## src/include/srwd_pkg.sv

```systemverilog
package srwd_pkg;

   // time base
   localparam int CLK_HZ          = 20_000_000;
   localparam int CNT_W           = 32;

   // reset release delay
   localparam int RST_DELAY_MS    = 200;
   localparam int RST_DELAY_CYC   = RST_DELAY_MS * (CLK_HZ / 1000);

   // manual reset to reset output, longest figure rounded down
   localparam int MR_DEL_NS       = 200;
   localparam int MR_DEL_CYC      = (MR_DEL_NS * (CLK_HZ / 1_000_000)) / 1000;

   // configuration probe
   localparam int INIT_US         = 381;
   localparam int INIT_CYC        = INIT_US * (CLK_HZ / 1_000_000);
   localparam int PROBE_DISCH_CYC = 20;
   localparam int PROBE_FAST_CYC  = 8;

   // watchdog timing
   localparam int WD_OPEN_MS      = 1600;
   localparam int WD_OPEN_CYC     = WD_OPEN_MS * (CLK_HZ / 1000);
   localparam int WD_PULL_MS      = 200;
   localparam int WD_PULL_CYC     = WD_PULL_MS * (CLK_HZ / 1000);
   localparam int SETTLE_US       = 150;
   localparam int SETTLE_CYC      = SETTLE_US * (CLK_HZ / 1_000_000);

   // capacitor formulas, slopes per nF
   localparam int CAP_STD_SLOPE_CENTI_MS = 323;  // 3.23 ms
   localparam int CAP_STD_OFS_US         = 381;  // 0.381 ms
   localparam int CAP_EXT_SLOPE_DECI_MS  = 774;  // 77.4 ms
   localparam int CAP_EXT_OFS_MS         = 55;
   localparam int CAP_DEF_NF             = 10;

   // sync vector bit positions
   localparam int SY_UV    = 0;
   localparam int SY_MR    = 1;
   localparam int SY_KICK  = 2;
   localparam int SY_STRAP = 3;
   localparam int SY_N     = 4;

   // reset values: every bit high, MR, kick and strap at idle and UV below threshold, so no false kick or strap edge follows reset
   localparam logic [SY_N-1:0] SYNC_RST = 4'hf;

   typedef enum logic [1:0] {
      CFG_OPEN   = 2'b00,
      CFG_PULLUP = 2'b01,
      CFG_CAP    = 2'b10
   } srwd_cfg_e;

   typedef enum logic [1:0] {
      RST_HOLD  = 2'b00,
      RST_DELAY = 2'b01,
      RST_OFF   = 2'b10
   } srwd_rst_e;

   typedef enum logic [1:0] {
      WD_OFF    = 2'b00,
      WD_SETTLE = 2'b01,
      WD_RUN    = 2'b10,
      WD_FAULT  = 2'b11
   } srwd_wd_e;

   typedef enum logic [1:0] {
      P_IDLE  = 2'b00,
      P_DISCH = 2'b01,
      P_SENSE = 2'b10
   } srwd_probe_e;

   function automatic longint cap_ticks(input int nf, input bit ext);
      if (ext)
         cap_ticks = longint'(nf) * CAP_EXT_SLOPE_DECI_MS * (CLK_HZ / 10_000)
                   + longint'(CAP_EXT_OFS_MS) * (CLK_HZ / 1000);
      else
         cap_ticks = longint'(nf) * CAP_STD_SLOPE_CENTI_MS * (CLK_HZ / 100_000)
                   + longint'(CAP_STD_OFS_US) * (CLK_HZ / 1_000_000);
   endfunction

endpackage

```

## src/include/srwd_probe_if.sv

```systemverilog
`timescale 1ns/1ps
interface srwd_probe_if;
   import srwd_pkg::*;
   logic      start;
   logic      done;
   srwd_cfg_e cfg;
   modport ctrl  (output start, input  done, input  cfg);
   modport probe (input  start, output done, output cfg);
endinterface

```

## src/logic/srwd_probe.sv

```systemverilog
`timescale 1ns/1ps
module srwd_probe
   import srwd_pkg::*;
#(
   parameter int INIT_TICKS = INIT_CYC
) (
   // clock and reset
   input  wire logic   sys_clk,
   input  wire logic   srst,
   // configuration pin
   input  wire logic   cfgPinI,
   output logic        cfgPinO,
   output logic        cfgPinOe,
   // control side
   srwd_probe_if.probe pif
);

   srwd_probe_e          st_r;
   logic [CNT_W-1:0]     cnt_r;
   logic                 pinA_r;
   logic                 pinS_r;
   logic                 seen_r;
   srwd_cfg_e            cls_r;
   logic                 done_r;

   wire lastTick  = (cnt_r == CNT_W'(INIT_TICKS - 1));
   wire dischEnd  = (cnt_r == CNT_W'(PROBE_DISCH_CYC - 1));
   wire fastRise  = (cnt_r < CNT_W'(PROBE_DISCH_CYC + PROBE_FAST_CYC));
   wire catchRise = (st_r == P_SENSE) && pinS_r && !seen_r;

   // pin only ever pulled low, to empty a capacitor before timing its charge
   assign cfgPinO  = 1'b0;
   assign cfgPinOe = (st_r == P_DISCH);
   assign pif.done = done_r;
   assign pif.cfg  = cls_r;

   always_ff @(posedge sys_clk) begin
      pinA_r <= cfgPinI;
      pinS_r <= pinA_r;
   end

   always_ff @(posedge sys_clk) begin
      if (srst) begin
         st_r   <= P_IDLE;
         cnt_r  <= '0;
         seen_r <= 1'b0;
         cls_r  <= CFG_OPEN;
         done_r <= 1'b0;
      end else if (pif.start) begin
         st_r   <= P_DISCH;
         cnt_r  <= '0;
         seen_r <= 1'b0;
         done_r <= 1'b0;
      end else begin
         case (st_r)
            P_IDLE: begin
               cnt_r <= '0;
            end
            P_DISCH: begin
               cnt_r <= cnt_r + 1'b1;
               if (dischEnd)
                  st_r <= P_SENSE;
            end
            P_SENSE: begin
               cnt_r <= cnt_r + 1'b1;
               if (catchRise) begin
                  seen_r <= 1'b1;
                  cls_r  <= fastRise ? CFG_PULLUP : CFG_CAP;
               end
               if (lastTick) begin
                  st_r   <= P_IDLE;
                  done_r <= 1'b1;
                  if (!seen_r && !catchRise)
                     cls_r <= CFG_OPEN;
               end
            end
            default: begin
               st_r <= P_IDLE;
            end
         endcase
      end
   end

endmodule // srwd_probe

```

## src/logic/srwd_supervisor.sv

```systemverilog
// Functional notes
// - hold reset full delay after supply returns
// - undervoltage asserts reset while it lasts
// - manual reset low asserts reset quickly
// - release needs manual high and valid supply
// - probe config pin on every supply valid entry
// - probe sorts open, pull-up, capacitor
// - open 1600 ms, pull-up 200 ms timeouts
// - fixed timeouts same in both variants
// - variant picks capacitor timeout formula
// - ignore kicks 150 us after enabling
// - only falling kick edges serve watchdog
// - missing kick before timeout drives fault low
// - reset asserted disables watchdog, ignores kicks
// - strap low disables watchdog and fault
// - fault held release delay, then restart
// - reset asserted releases fault output
// - capacitor timeout formulas per variant
`timescale 1ns/1ps
module srwd_supervisor
   import srwd_pkg::*;
#(
   parameter int RST_TICKS     = RST_DELAY_CYC,
   parameter int INIT_TICKS    = INIT_CYC,
   parameter int WD_OPEN_TICKS = WD_OPEN_CYC,
   parameter int WD_PULL_TICKS = WD_PULL_CYC,
   parameter bit EXTENDED      = 1'b0,
   parameter int CAP_NF        = CAP_DEF_NF,
   parameter longint CAP_TICKS = cap_ticks(CAP_NF, EXTENDED)
) (
   // clock and reset
   input  wire logic  sys_clk,
   input  wire logic  srst,
   // supply comparator, high while below threshold
   input  wire logic  uvBelowThr,
   // partner pins
   input  wire logic  manualResetInN,
   input  wire logic  wdKickIn,
   input  wire logic  wdEnableStrap,
   // configuration pin
   input  wire logic  timeoutConfigPinI,
   output logic       timeoutConfigPinO,
   output logic       timeoutConfigPinOe,
   // open-drain outputs, enable high pulls low
   output logic       resetOutNO,
   output logic       resetOutNOe,
   output logic       wdFaultOutNO,
   output logic       wdFaultOutNOe,
   // status
   output srwd_cfg_e  cfgClass,
   output logic       probeDone
);

   logic [SY_N-1:0]   syA_r;
   logic [SY_N-1:0]   syS_r;
   logic              uvD_r;
   logic              kickD_r;
   logic              strapD_r;
   srwd_rst_e         rst_r;
   logic [CNT_W-1:0]  rstCnt_r;
   srwd_wd_e          wd_r;
   logic [CNT_W-1:0]  wdCnt_r;
   logic              settlePend_r;
   logic              start_r;
   logic [CNT_W-1:0]  tmoTicks;

   srwd_probe_if pif ();

   // two flops per pin before anything looks at it
   genvar gi;
   generate
      for (gi = 0; gi < SY_N; gi++) begin : g_sync
         always_ff @(posedge sys_clk) begin
            if (srst) begin
               syA_r[gi] <= SYNC_RST[gi];
               syS_r[gi] <= SYNC_RST[gi];
            end else begin
               syA_r[gi] <= (gi == SY_UV)   ? uvBelowThr :
                            (gi == SY_MR)   ? manualResetInN :
                            (gi == SY_KICK) ? wdKickIn : wdEnableStrap;
               syS_r[gi] <= syA_r[gi];
            end
         end
      end
   endgenerate

   wire uvS    = syS_r[SY_UV];
   wire mrS    = syS_r[SY_MR];
   wire kickS  = syS_r[SY_KICK];
   wire strapS = syS_r[SY_STRAP];

   wire holdReq    = uvS | ~mrS;
   wire validEntry = uvD_r & ~uvS;
   wire kickFall   = kickD_r & ~kickS;
   wire strapRise  = strapS & ~strapD_r;
   wire rstDone    = (rstCnt_r == CNT_W'(RST_TICKS - 1));
   wire rstActive  = (rst_r != RST_OFF);
   wire wdAllowed  = !rstActive && strapS && pif.done;
   wire wdHit      = (wdCnt_r == tmoTicks - 1'b1);
   wire settleEnd  = (wdCnt_r == CNT_W'(SETTLE_CYC - 1));
   wire faultEnd   = (wdCnt_r == CNT_W'(RST_TICKS - 1));

   assign tmoTicks = (pif.cfg == CFG_OPEN)   ? CNT_W'(WD_OPEN_TICKS) :
                     (pif.cfg == CFG_PULLUP) ? CNT_W'(WD_PULL_TICKS) :
                                               CNT_W'(CAP_TICKS);

   assign pif.start          = start_r;
   assign resetOutNO         = 1'b0;
   assign resetOutNOe        = rstActive;
   assign wdFaultOutNO       = 1'b0;
   assign wdFaultOutNOe      = (wd_r == WD_FAULT) && !rstActive;
   assign cfgClass           = pif.cfg;
   assign probeDone          = pif.done;

   srwd_probe #(
      .INIT_TICKS (INIT_TICKS)
   ) u_probe (
      .sys_clk  (sys_clk),
      .srst     (srst),
      .cfgPinI  (timeoutConfigPinI),
      .cfgPinO  (timeoutConfigPinO),
      .cfgPinOe (timeoutConfigPinOe),
      .pif      (pif.probe)
   );

   // uvD starts high so a supply already valid at reset triggers a probe
   always_ff @(posedge sys_clk) begin
      if (srst) begin
         uvD_r    <= 1'b1;
         kickD_r  <= 1'b1;
         strapD_r <= 1'b1;
         start_r  <= 1'b0;
      end else begin
         uvD_r    <= uvS;
         kickD_r  <= kickS;
         strapD_r <= strapS;
         start_r  <= validEntry;
      end
   end

   // release needs mr high and supply valid
   always_ff @(posedge sys_clk) begin
      if (srst) begin
         rst_r    <= RST_HOLD;
         rstCnt_r <= '0;
      end else begin
         case (rst_r)
            RST_HOLD: begin
               rstCnt_r <= '0;
               if (!holdReq)
                  rst_r <= RST_DELAY;
            end
            RST_DELAY: begin
               rstCnt_r <= rstCnt_r + 1'b1;
               if (holdReq)
                  rst_r <= RST_HOLD;
               else if (rstDone)
                  rst_r <= RST_OFF;
            end
            RST_OFF: begin
               rstCnt_r <= '0;
               if (holdReq)
                  rst_r <= RST_HOLD;
            end
            default: begin
               rst_r <= RST_HOLD;
            end
         endcase
      end
   end

   // settle pending, a new strap rise wins over the clear
   always_ff @(posedge sys_clk) begin
      if (srst)
         settlePend_r <= 1'b0;
      else if (strapRise)
         settlePend_r <= 1'b1;
      else if (wd_r == WD_SETTLE && settleEnd)
         settlePend_r <= 1'b0;
   end

   always_ff @(posedge sys_clk) begin
      if (srst || !wdAllowed) begin
         wd_r    <= WD_OFF;
         wdCnt_r <= '0;
      end else begin
         case (wd_r)
            WD_OFF: begin
               wdCnt_r <= '0;
               // rise seen this edge has not reached the pending flag yet
               wd_r    <= (settlePend_r || strapRise) ? WD_SETTLE : WD_RUN;
            end
            WD_SETTLE: begin
               wdCnt_r <= wdCnt_r + 1'b1;
               if (settleEnd) begin
                  wd_r    <= WD_RUN;
                  wdCnt_r <= '0;
               end
            end
            WD_RUN: begin
               if (kickFall)
                  wdCnt_r <= '0;
               else if (wdHit) begin
                  wd_r    <= WD_FAULT;
                  wdCnt_r <= '0;
               end else
                  wdCnt_r <= wdCnt_r + 1'b1;
            end
            WD_FAULT: begin
               wdCnt_r <= wdCnt_r + 1'b1;
               if (faultEnd) begin
                  wd_r    <= WD_RUN;
                  wdCnt_r <= '0;
               end
            end
            default: begin
               wd_r <= WD_OFF;
            end
         endcase
      end
   end

endmodule // srwd_supervisor

```

## config.mk

```make
export PLATFORM = sky130hd
export DESIGN_NAME = srwd_supervisor
export DESIGN_NICKNAME = d
export VERILOG_FILES = /design/src/include/srwd_pkg.sv /design/src/include/srwd_probe_if.sv /design/src/logic/srwd_probe.sv /design/src/logic/srwd_supervisor.sv
export SDC_FILE = /design/constraint.sdc
export NUM_CORES = 1
export LEC_CHECK = 0
export ABC_AREA = 1
export BUFFER_PORTS_ARGS = -buffer_cell sky130_fd_sc_hd__buf_2
export CAP_MARGIN = 20
export CELL_PAD_IN_SITES_DETAIL_PLACEMENT = 0
export CELL_PAD_IN_SITES_GLOBAL_PLACEMENT = 1
export CORE_MARGIN = 2
export CORE_UTILIZATION = 41
export CTS_CLUSTER_DIAMETER = 40
export CTS_CLUSTER_SIZE = 10
export DETAILED_ROUTE_END_ITERATION = 10
export PLACE_DENSITY_LB_ADDON = 0.1
export SLEW_MARGIN = 10
export SYNTH_ARGS = -nofsm -noshare
export SYNTH_HDL_FRONTEND = slang
export SYNTH_SLANG_ARGS = --single-unit
export TNS_END_PERCENT = 20
```

## constraint.sdc

```tcl
create_clock -name sys_clk -period 1.8 [get_ports sys_clk]
set_clock_uncertainty 0.1 [all_clocks]
set_input_delay 0.45 -clock sys_clk [delete_from_list [all_inputs] [get_ports sys_clk]]
set_output_delay 0.45 -clock sys_clk [all_outputs]
set_load 0.01 [all_outputs]
```

==> out/results.txt, run 1 <==
fin area = 8518 um^2
Worst R2R Path Depth = 11
diodes inserted = 0
R2R Setup Slk = 0.02 ns
CP Launch Point = rst_r[0]
die height = 130.6 um
HP Class = in2reg
hold path depth = 1
initial core utilization = 41.65%
hold_sp = timeoutConfigPinI
first-pass GRT wire length = 28.73 mm
remaining routing DRC violations = 0
worst-skew pair later-pin latency = 0.42 ns
IO Pins = 16
Synth Register Bits = 121
RR Startpoint = wdCnt_r[20]
WL per Instance = 13.13 um
CTS Buf Count = 17
Crit path arrival time = 1.23 ns
Root Buffer = clkbuf_16
DRT iter0 DRCs = 267
Startpoint Class = flip-flop
Final period util = 98.61%
endpoints failing hold = 0
routed wire length = 17.73 mm
status = complete, no violations
Finished Core Util = 54.01%
sequential area share after synthesis = 36.88%
largest net degree at the start of global routing = 28
fillers = 1596
share of cells above drive strength 1 = 26.19%
vias in the first global route = 5896
dpl hpwl = 13.29 mm
post-layout min period = 1.775 ns
setup tns final = 0 ns
GR Util All Layers = 21.75%
Worst path max stage delay = 0.46 ns
Max FO, Critical Path = 4
Vias/cell = 4.762
IO Port Bufs = 12
Final WS setup = 0.02498 ns
RD Place Congestion = 0.8575
initial antenna violation count = 0
Max Freq = 563.4 MHz
Die X = 130.6 um
clock sinks = 121
critical setup path kind = reg2out
Clock H-tree levels = 4
post-route ant nets = 0
Slowest-stage cell, CP = dfxtp_1
total chip power = 6.071 mW
area of the multi-input gates = 3779 um^2
placed cell areas = 7631 um^2
mapped cell area = 6568 um^2
worst path cell trace = nor2_2, inv_2, nor2_1, buf_2
cells after synthesis = 995
post-synth cell types = 41
average size of a mapped cell = 6.601 um^2
Core Rows = 46
CTS max path bufs = 2
P&R area growth vs syn = 29.70%
Leak Pwr = 3.335 nW
dpl ws = -0.06702 ns
Final #Nets = 1135
Max VDD drop = 0.6134 mV
Max Cap Violations = 0
via count = 6429
total die area = 17050 um^2
CTS tree = built
FF+latch area = 2461 um^2
grt total ovfl = 0
RSZ-0062 raised after global routing = yes
Worst Setup End Kind = output pin
pwr dens = 712.7 nW/um^2
max-slew violations = 0
setup violators final = 0
WP data required = 1.25 ns
hold_buf cts = 0
Post-synth EDFFs = 0
Primary FF master, synth = dfxtp_1
drt pass-1 iters = 5
FFs w/ async S/R, synth = 0%
Clock Pin Slew Worst Setup and Hold Paths = 0.06 ns
Yosys Warn Count = 0
Core ar. = 15770 um^2
## registers in the layout (all words and copies together) (netlist names)
| signal | count |
|---|---|
| u_probe.seen_r | 1 |
| wdCnt_r | 32 |
| strapD_r | 1 |
| u_probe.pif.cfg | 2 |
| u_probe.pinA_r | 1 |
| u_probe.cnt_r | 32 |
| pif.start | 1 |
| kickS | 1 |
| kickD_r | 1 |
| settlePend_r | 1 |
| u_probe.pif.done | 1 |
| u_probe.pinS_r | 1 |
| uvD_r | 1 |
| mrS | 1 |
| strapS | 1 |
| u_probe.st_r | 2 |
| uvS | 1 |
| rstCnt_r | 32 |
| syA_r | 4 |
| rst_r | 2 |
| wd_r | 2 |
## cell usage after synthesis, types with 2 or more instances
library cell / count / area (um^2)
nor2_1: 167 / 626.9
xnor2_1: 3 / 26.28
a211oi_1: 2 / 15.01
xor2_1: 23 / 201.4
nand2_2: 4 / 25.02
nand3_1: 52 / 260.3
nor4_1: 10 / 62.56
nand4_1: 26 / 162.7
nor2_4: 4 / 45.04
nor2_2: 31 / 193.9
o21ai_0: 38 / 190.2
buf_8: 2 / 30.03
buf_2: 6 / 30.03
or2_2: 11 / 68.82
inv_2: 4 / 15.01
inv_1: 135 / 506.7
nand2_1: 229 / 859.6
o221ai_1: 2 / 17.52
a31oi_1: 3 / 18.77
o21bai_1: 2 / 15.01
nor3_2: 2 / 20.02
nor3_1: 33 / 165.2
nand3b_1: 10 / 75.07
ha_1: 7 / 87.58
dfxtp_1: 121 / 2422
o21a_1: 4 / 30.03
buf_4: 5 / 37.54
a21oi_1: 44 / 220.2
and3_1: 3 / 18.77
## timing repair
item / CTS / global route
resized for setup: 13 / 92
gates cloned: 1 / 0
endpoints found under the setup margin: 36 / 72
pin swaps: 4 / 16
buffers inserted: 0 / 2
## metrics by stage
step / hold slack, ns / std cells
2_1_floorplan: 0.2096 / 997
3_3_place_gp: 0.2457 / 1315
3_5_place_dp: 0.2515 / 1315
4_1_cts: 0.01738 / 1348
5_1_grt: 0.02020 / 1350
6_report: 0.03380 / 1350
## cells by family (layout without fill, tap and decap cells)
logic type / count (synthesis) / in the layout / synth area share, %
AO/OA/AOI/OAI: 97 / 97 / 7.944
XOR/XNOR: 26 / 26 / 3.467
adder cells (fa/ha/maj): 7 / 7 / 1.334
buffers and inverters: 155 / 291 / 9.716
flip-flops: 121 / 121 / 36.88
other: 1 / 3 / 0.05710
AND/OR/NAND/NOR: 588 / 589 / 40.60
## cells in the final DEF (no fill, tap or decap), drive strengths merged
cell type | Yosys | routed
nor2 | 202 | 202
nand4 | 26 | 26
xor2 | 23 | 23
xnor2 | 3 | 3
nand3 | 53 | 53
nor3b | 2 | 2
o21a | 4 | 4
nor4 | 11 | 11
o21bai | 2 | 2
a21boi | 1 | 1
o211ai | 1 | 1
clkinv | 1 | 6
bufinv | 0 | 1
a211oi | 2 | 2
ha | 7 | 7
or2 | 11 | 11
dfxtp | 121 | 121
clkinvlp | 0 | 2
nand2 | 235 | 236
a21oi | 44 | 44
buf | 14 | 119
o221ai | 2 | 2
and3 | 3 | 3
clkbuf | 1 | 17
o21ai | 38 | 38
a31oi | 3 | 3
nor3 | 35 | 35
nand3b | 10 | 10
inv | 139 | 146
conb | 1 | 3
## report_power, final
part,switching [mW],internal [mW],leakage (nW)
sequential,0.00620,2.69,0.991
clock,1.38,1.92,0.275
combinational,0.0439,0.0334,2.07
total,1.43,4.64,3.33
## cell type report
class	count	area share [%]
Clock buffer	17	4.994
Clock inverter	15	1.630
Inverter	140	6.199
Multi-Input combinational cell	722	44.36
Sequential cell	121	28.89
Tap cell	216	3.173
Timing Repair Buffer	119	10.75
## worst max-delay path: cells and delay by family, from the launching register on
family	cells	cell delay [ns]
DFF	1	0.46
buffers and inverters	2	0.23
and+or+nand+nor	2	0.11
## path summary, 6_finish.rpt
path / to
min: u_probe.pinA_r
max: wdFaultOutNOe
max reg2reg: wdCnt_r[29]
min reg2reg: u_probe.pinS_r
## per-layer routing
layer,up-vias,routed length [um],GRT usage [%],part of all wire (%)
met5,-,0,0,0
met4,0,495,7.947,2.8
met3,29,493,3.746,2.8
met2,97,8405,37.16,47
met1,2887,8336,27.62,47
li1,3416,-,-,-
(Power assumes the default switching activity.)
==> run 2: changes to the inputs <==
Settings changed: BUFFER_PORTS_ARGS -buffer_cell sky130_fd_sc_hd__buf_2 to unset, CORE_UTILIZATION 41 to 42, DONT_BUFFER_PORTS set to 1.
==> run 2 against run 1 <==
Net effect:
- critical path depth rose by 7
- global-route usage barely moved
- die area fell by 2.3%
- sequential power barely moved
- maximum frequency fell by 1.0%
- core utilization rose by 1.7 points
- wire length rose by 0.21%
- critical endpoint is now wdCnt_r[26]
- hold slack got worse by 0.00083 ns
- final area fell by 0.15%
==> out/results.txt, run 2 (synthesis results as in run 1) <==
combinational share of power = 1.0%
total die area = 16650 um^2
HP Class = in2reg
Max VDD drop = 0.7704 mV
critical setup path kind = reg2reg
Hold Slack = 0.03297 ns
CTS tree = built
first-pass GRT wire length = 28.46 mm
initial core utilization = 43.04%
worst-skew pair later-pin latency = 0.42 ns
die height = 129.1 um
Root Buffer = clkbuf_16
sequential power share = 41.7%
post-route ant nets = 0
pwr dens = 761.7 nW/um^2
vias in the first global route = 5798
WP data required = 2.01 ns
routed wire length = 17.77 mm
remaining routing DRC violations = 0
IO Port Bufs = 0
grt total ovfl = 0
Max Freq = 557.6 MHz
fin area = 8506 um^2
RSZ-0062 raised after global routing = yes
via count = 6330
sw frac = 20.87%
Final period util = 99.64%
Final WS setup = 0.006555 ns
WL per Instance = 13.29 um
clock sinks = 121
worst path buffer plus inverter count = 3
diodes inserted = 0
CTS Buf Count = 17
top flop regs = rstCnt_r x32, u_probe.cnt_r x32, wdCnt_r x32
Max Cap Violations = 0
# Post-CTS Setup Buffers = 0
setup violators final = 0
post-layout min period = 1.793 ns
worst path cell trace = nand2_1, nand3b_1, nand2_1, inv_1, nor2_1, nand3_2, nand3_4, nand2_8, buf_8, nand3b_1, inv_1
dpl ws = -0.04240 ns
Crit path arrival time = 2.00 ns
P&R area growth vs syn = 29.51%
Clock H-tree levels = 4
most common cell after layout, fill and taps aside = nand2_1
Die X = 129.1 um
Max FO, Critical Path = 8
DRT iter0 DRCs = 384
max-slew violations = 0
largest net degree at the start of global routing = 28
IO Pins = 16
Slowest-stage cell, CP = dfxtp_1
Clock power frac = 57.3%
CTS max path bufs = 2
Power Internal = 5.127 mW
placed cell areas = 7550 um^2
RD Place Congestion = 0.8790
dpl hpwl = 13.24 mm
GR Util All Layers = 21.78%
Vias/cell = 4.734
Worst path max stage delay = 0.38 ns
endpoints failing hold = 0
Worst Setup End Kind = flip-flop
initial antenna violation count = 0
Leak Pwr = 3.306 nW
Finished Core Util = 55.74%
total chip power = 6.479 mW
commonest non-fill, non-tap cells in the layout = nand2_1, nor2_1, inv_1
Final #Nets = 1127
Core ar. = 15260 um^2
Core Rows = 45
drt pass-1 iters = 4
delay-heaviest family, CP = simple AND/OR/NAND/NOR gates
Startpoint Class = flip-flop
Clock Pin Slew Worst Setup and Hold Paths = 0.06 ns
status = complete, no violations
NetSw = 1.352 mW
share of cells above drive strength 1 = 23.98%
-- run 2: path summary, 6_finish.rpt --
path             startpoint              to  slack (ns)  depth (start not counted)
max reg2reg      wdCnt_r[9]     wdCnt_r[26]       0.007                         11
min reg2reg  u_probe.pinA_r  u_probe.pinS_r        0.23                          0
max              wdCnt_r[9]     wdCnt_r[26]       0.007                         11
min                wdKickIn        syA_r[2]        0.03                          1
-- run 2: power by group through the flow --
stage               clock network (mW)  logic (mW)  registers, mW
floorplan                            0      0.0469           2.76
global placement                     0      0.0589           2.76
detailed placement                   0      0.0593           2.76
CTS                               3.79      0.0647           2.70
global route                      3.91      0.0731           2.70
finish                            3.71      0.0650           2.70
-- run 2: cell type report --
class,count,area (um^2)
fillers,1496,6753
multi-input cells,723,3774
flip-flops and latches,121,2446
repair buffers,110,850.8
inverters,140,528.0
clock buffers,19,452.9
well taps,211,264.0
clock inverters,13,190.2
-- run 2: repair_timing --
action / 4_1_cts / 5_1_grt
pin swaps: 1 / 8
resized for setup: 8 / 75
hold endpoints to repair: 4 / 0
hold buffers: 2 / 0
gates cloned: 0 / 2
endpoints found under the setup margin: 34 / 71
-- run 2: routing by layer --
layer / wire length [um] / vias to the layer above / track usage, %
met5: 0 / - / 0
met1: 8913 / 2781 / 30.74
met4: 454 / 0 / 7.353
li1: - / 3399 / -
met2: 7731 / 117 / 33.24
met3: 669 / 33 / 4.500
-- run 2: stage by stage --
step / TNS [ns] / cells
after detailed placement: -0.3248 / 1301
after global routing: -2.218 / 1337
final: 0 / 1337
after global placement: -0.2741 / 1301
after CTS: 0 / 1335
after floorplan: 0 / 997
==> run 3: changes to the inputs <==
Settings changed: CORE_UTILIZATION 42 to 43, CTS_BUF_LIST set to sky130_fd_sc_hd__clkbuf_8.
==> run 3 against run 2 <==
Net effect:
- the run now ends with setup timing left
- maximum frequency decreased by 0.52%
- highest routed layer unchanged
- wire length barely moved
- register-to-register slack barely moved
- core utilization fell by 1.1 points
==> out/results.txt, run 3 (synthesis results as in run 1) <==
total chip power = 5.227 mW
total die area = 16280 um^2
Max FO, Critical Path = 6
Clock Pin Slew Worst Setup and Hold Paths = 0.08 ns
Root Buffer = clkbuf_8
max-slew violations = 0
vias in the first global route = 5967
reg2reg end = wdCnt_r[2]
placed cell areas = 7468 um^2
dpl hpwl = 13.26 mm
NetSw = 1.154 mW
Max Freq = 554.7 MHz
Leak Pwr = 3.233 nW
IO Pins = 16
via count = 6452
end point of the worst hold path = u_probe.seen_r
area of the multi-input gates = 3769 um^2
Worst R2R Path Depth = 13
RSZ-0062 raised after global routing = yes
Hold Slack = 0.09965 ns
failing checks = setup timing
HP Class = in2reg
Worst path max stage delay = 0.35 ns
Vias/cell = 4.914
fin area = 8245 um^2
CTS tree = built
Core ar. = 15090 um^2
setup violators final = 1
remaining routing DRC violations = 0
worst path cell trace = inv_1, nand2_1, nor2_1, nand2_1, nor2_2, nand2_1, nand2_1, nand2_1, inv_2, nand2_8, buf_12, nand2_8, nor2_2
DRT iter0 DRCs = 393
endpoints failing hold = 0
sequential power share = 51.6%
delay-heaviest family, CP = simple AND/OR/NAND/NOR gates
Final WS setup = -0.002821 ns
grt total ovfl = 0
diodes inserted = 0
Final #Nets = 1127
Placed Cells = 1271
critical setup path kind = reg2reg
met2 Track Usage GR = 36.40%
hold_sp = srst
clock sinks = 121
initial core utilization = 43.52%
fillers = 1531
busiest grt layer = met2
Crit path arrival time = 2.04 ns
Core Rows = 45
WP data required = 2.04 ns
Final period util = 100.2%
GR Util All Layers = 22.61%
die height = 127.6 um
met3 GRT Util = 4.816%
Final Non-Filler Cells = 1313
Max VDD drop = 0.4736 mV
CTS Buf Count = 17
setup tns final = -0.002821 ns
worst path buffer plus inverter count = 3
CTS max path bufs = 2
post-layout min period = 1.803 ns
Power Internal = 4.073 mW
WL per Instance = 13.52 um
met1 Track Usage GR = 30.59%
Max Cap Violations = 0
drt pass-1 iters = 5
R2R Setup Slk = -0.003 ns
Worst Setup End Kind = flip-flop
Die X = 127.6 um
hold path depth = 3
initial antenna violation count = 0
top flop regs = rstCnt_r x32, u_probe.cnt_r x32, wdCnt_r x32
worst-skew pair later-pin latency = 0.45 ns
largest net degree at the start of global routing = 25
first-pass GRT wire length = 29.09 mm
RR Startpoint = wdCnt_r[12]
pwr dens = 634.0 nW/um^2
FF+latch area = 2449 um^2
RD Place Congestion = 0.8619
share of cells above drive strength 1 = 23.11%
post-route ant nets = 0
commonest non-fill, non-tap cells in the layout = nand2_1, nor2_1, inv_1
routed wire length = 17.75 mm
Clock power frac = 47.0%
combinational share of power = 1.4%
status = finished with violations
P&R area growth vs syn = 25.55%
cell seen most often among critical-path stages = nand2_1
Clock H-tree levels = 4
IO Port Bufs = 0
Slowest-stage cell, CP = dfxtp_1
most common cell after layout, fill and taps aside = nand2_1
sw frac = 22.08%
Startpoint Class = flip-flop
==> run 3: cell types whose count changed in the layout (fill, tap and decap cells not counted), sizes merged <==
cell,change
bufinv,-2
buf,-4
inv,-1
dlygate4sd3,+4
clkbuf,+2
==> run 3: routing by layer <==
layer  share of wire, %  up-vias
met1                 49     2923
met3                3.6       27
met2                 46      101
met4                1.8        0
li1                   -     3401
met5                  0        -
==> run 3: cell type report <==
type,instances,area share [%]
Clock buffer,21,3.505
Timing Repair Buffer,110,10.59
Multi-Input combinational cell,723,45.71
Sequential cell,121,29.70
Clock inverter,10,1.244
Tap cell,188,2.853
Inverter,140,6.404
==> run 3: tightest hold or removal path, stage by stage <==
cell	delay [ns]
nor2_1	0.05
o21ai_0	0.07
inv_1	0.04
==> run 3: worst max-delay path by stage <==
stage | start | to | slack, ns | cells past startpoint
2_1_floorplan | u_probe.st_r[0] | u_probe.cnt_r[21] | 0.01 | 7
4_1_cts | wdCnt_r[0] | wdCnt_r[21] | -0.03 | 12
6_report | wdCnt_r[12] | wdCnt_r[2] | -0.003 | 13
3_3_place_gp | u_probe.cnt_r[0] | u_probe.st_r[0] | -0.03 | 10
5_1_grt | wdCnt_r[9] | wdCnt_r[2] | -0.16 | 11
3_5_place_dp | wdCnt_r[0] | wdCnt_r[19] | -0.05 | 12
==> run 3: repair_timing <==
item / CTS / global route
setup endpoints to repair: 33 / 77
hold buffers: 6 / 0
gates cloned: 0 / 2
gates resized for setup: 13 / 73
pin swaps: 1 / 6
endpoints found under the hold margin: 12 / 0
buffers inserted: 0 / 3
==> run 3: per-stage QoR <==
stage | setup WS (ns) | utilization (%)
after floorplan | 0.01275 | -
after global placement | -0.03078 | 49.49
after detailed placement | -0.04755 | 49.49
after CTS | -0.02519 | 52.77
after global routing | -0.1589 | 54.64
final | -0.002821 | 54.64
==> run 3: power by group through the flow <==
| stage | Clock (mW) | Sequential, mW | Combinational (mW) |
|---|---|---|---|
| 5_1_grt | 2.66 | 2.70 | 0.0847 |
| 2_1_floorplan | 0 | 2.76 | 0.0469 |
| 3_5_place_dp | 0 | 2.76 | 0.0594 |
| 3_3_place_gp | 0 | 2.76 | 0.0600 |
| 6_report | 2.46 | 2.70 | 0.0754 |
| 4_1_cts | 2.54 | 2.70 | 0.0753 |
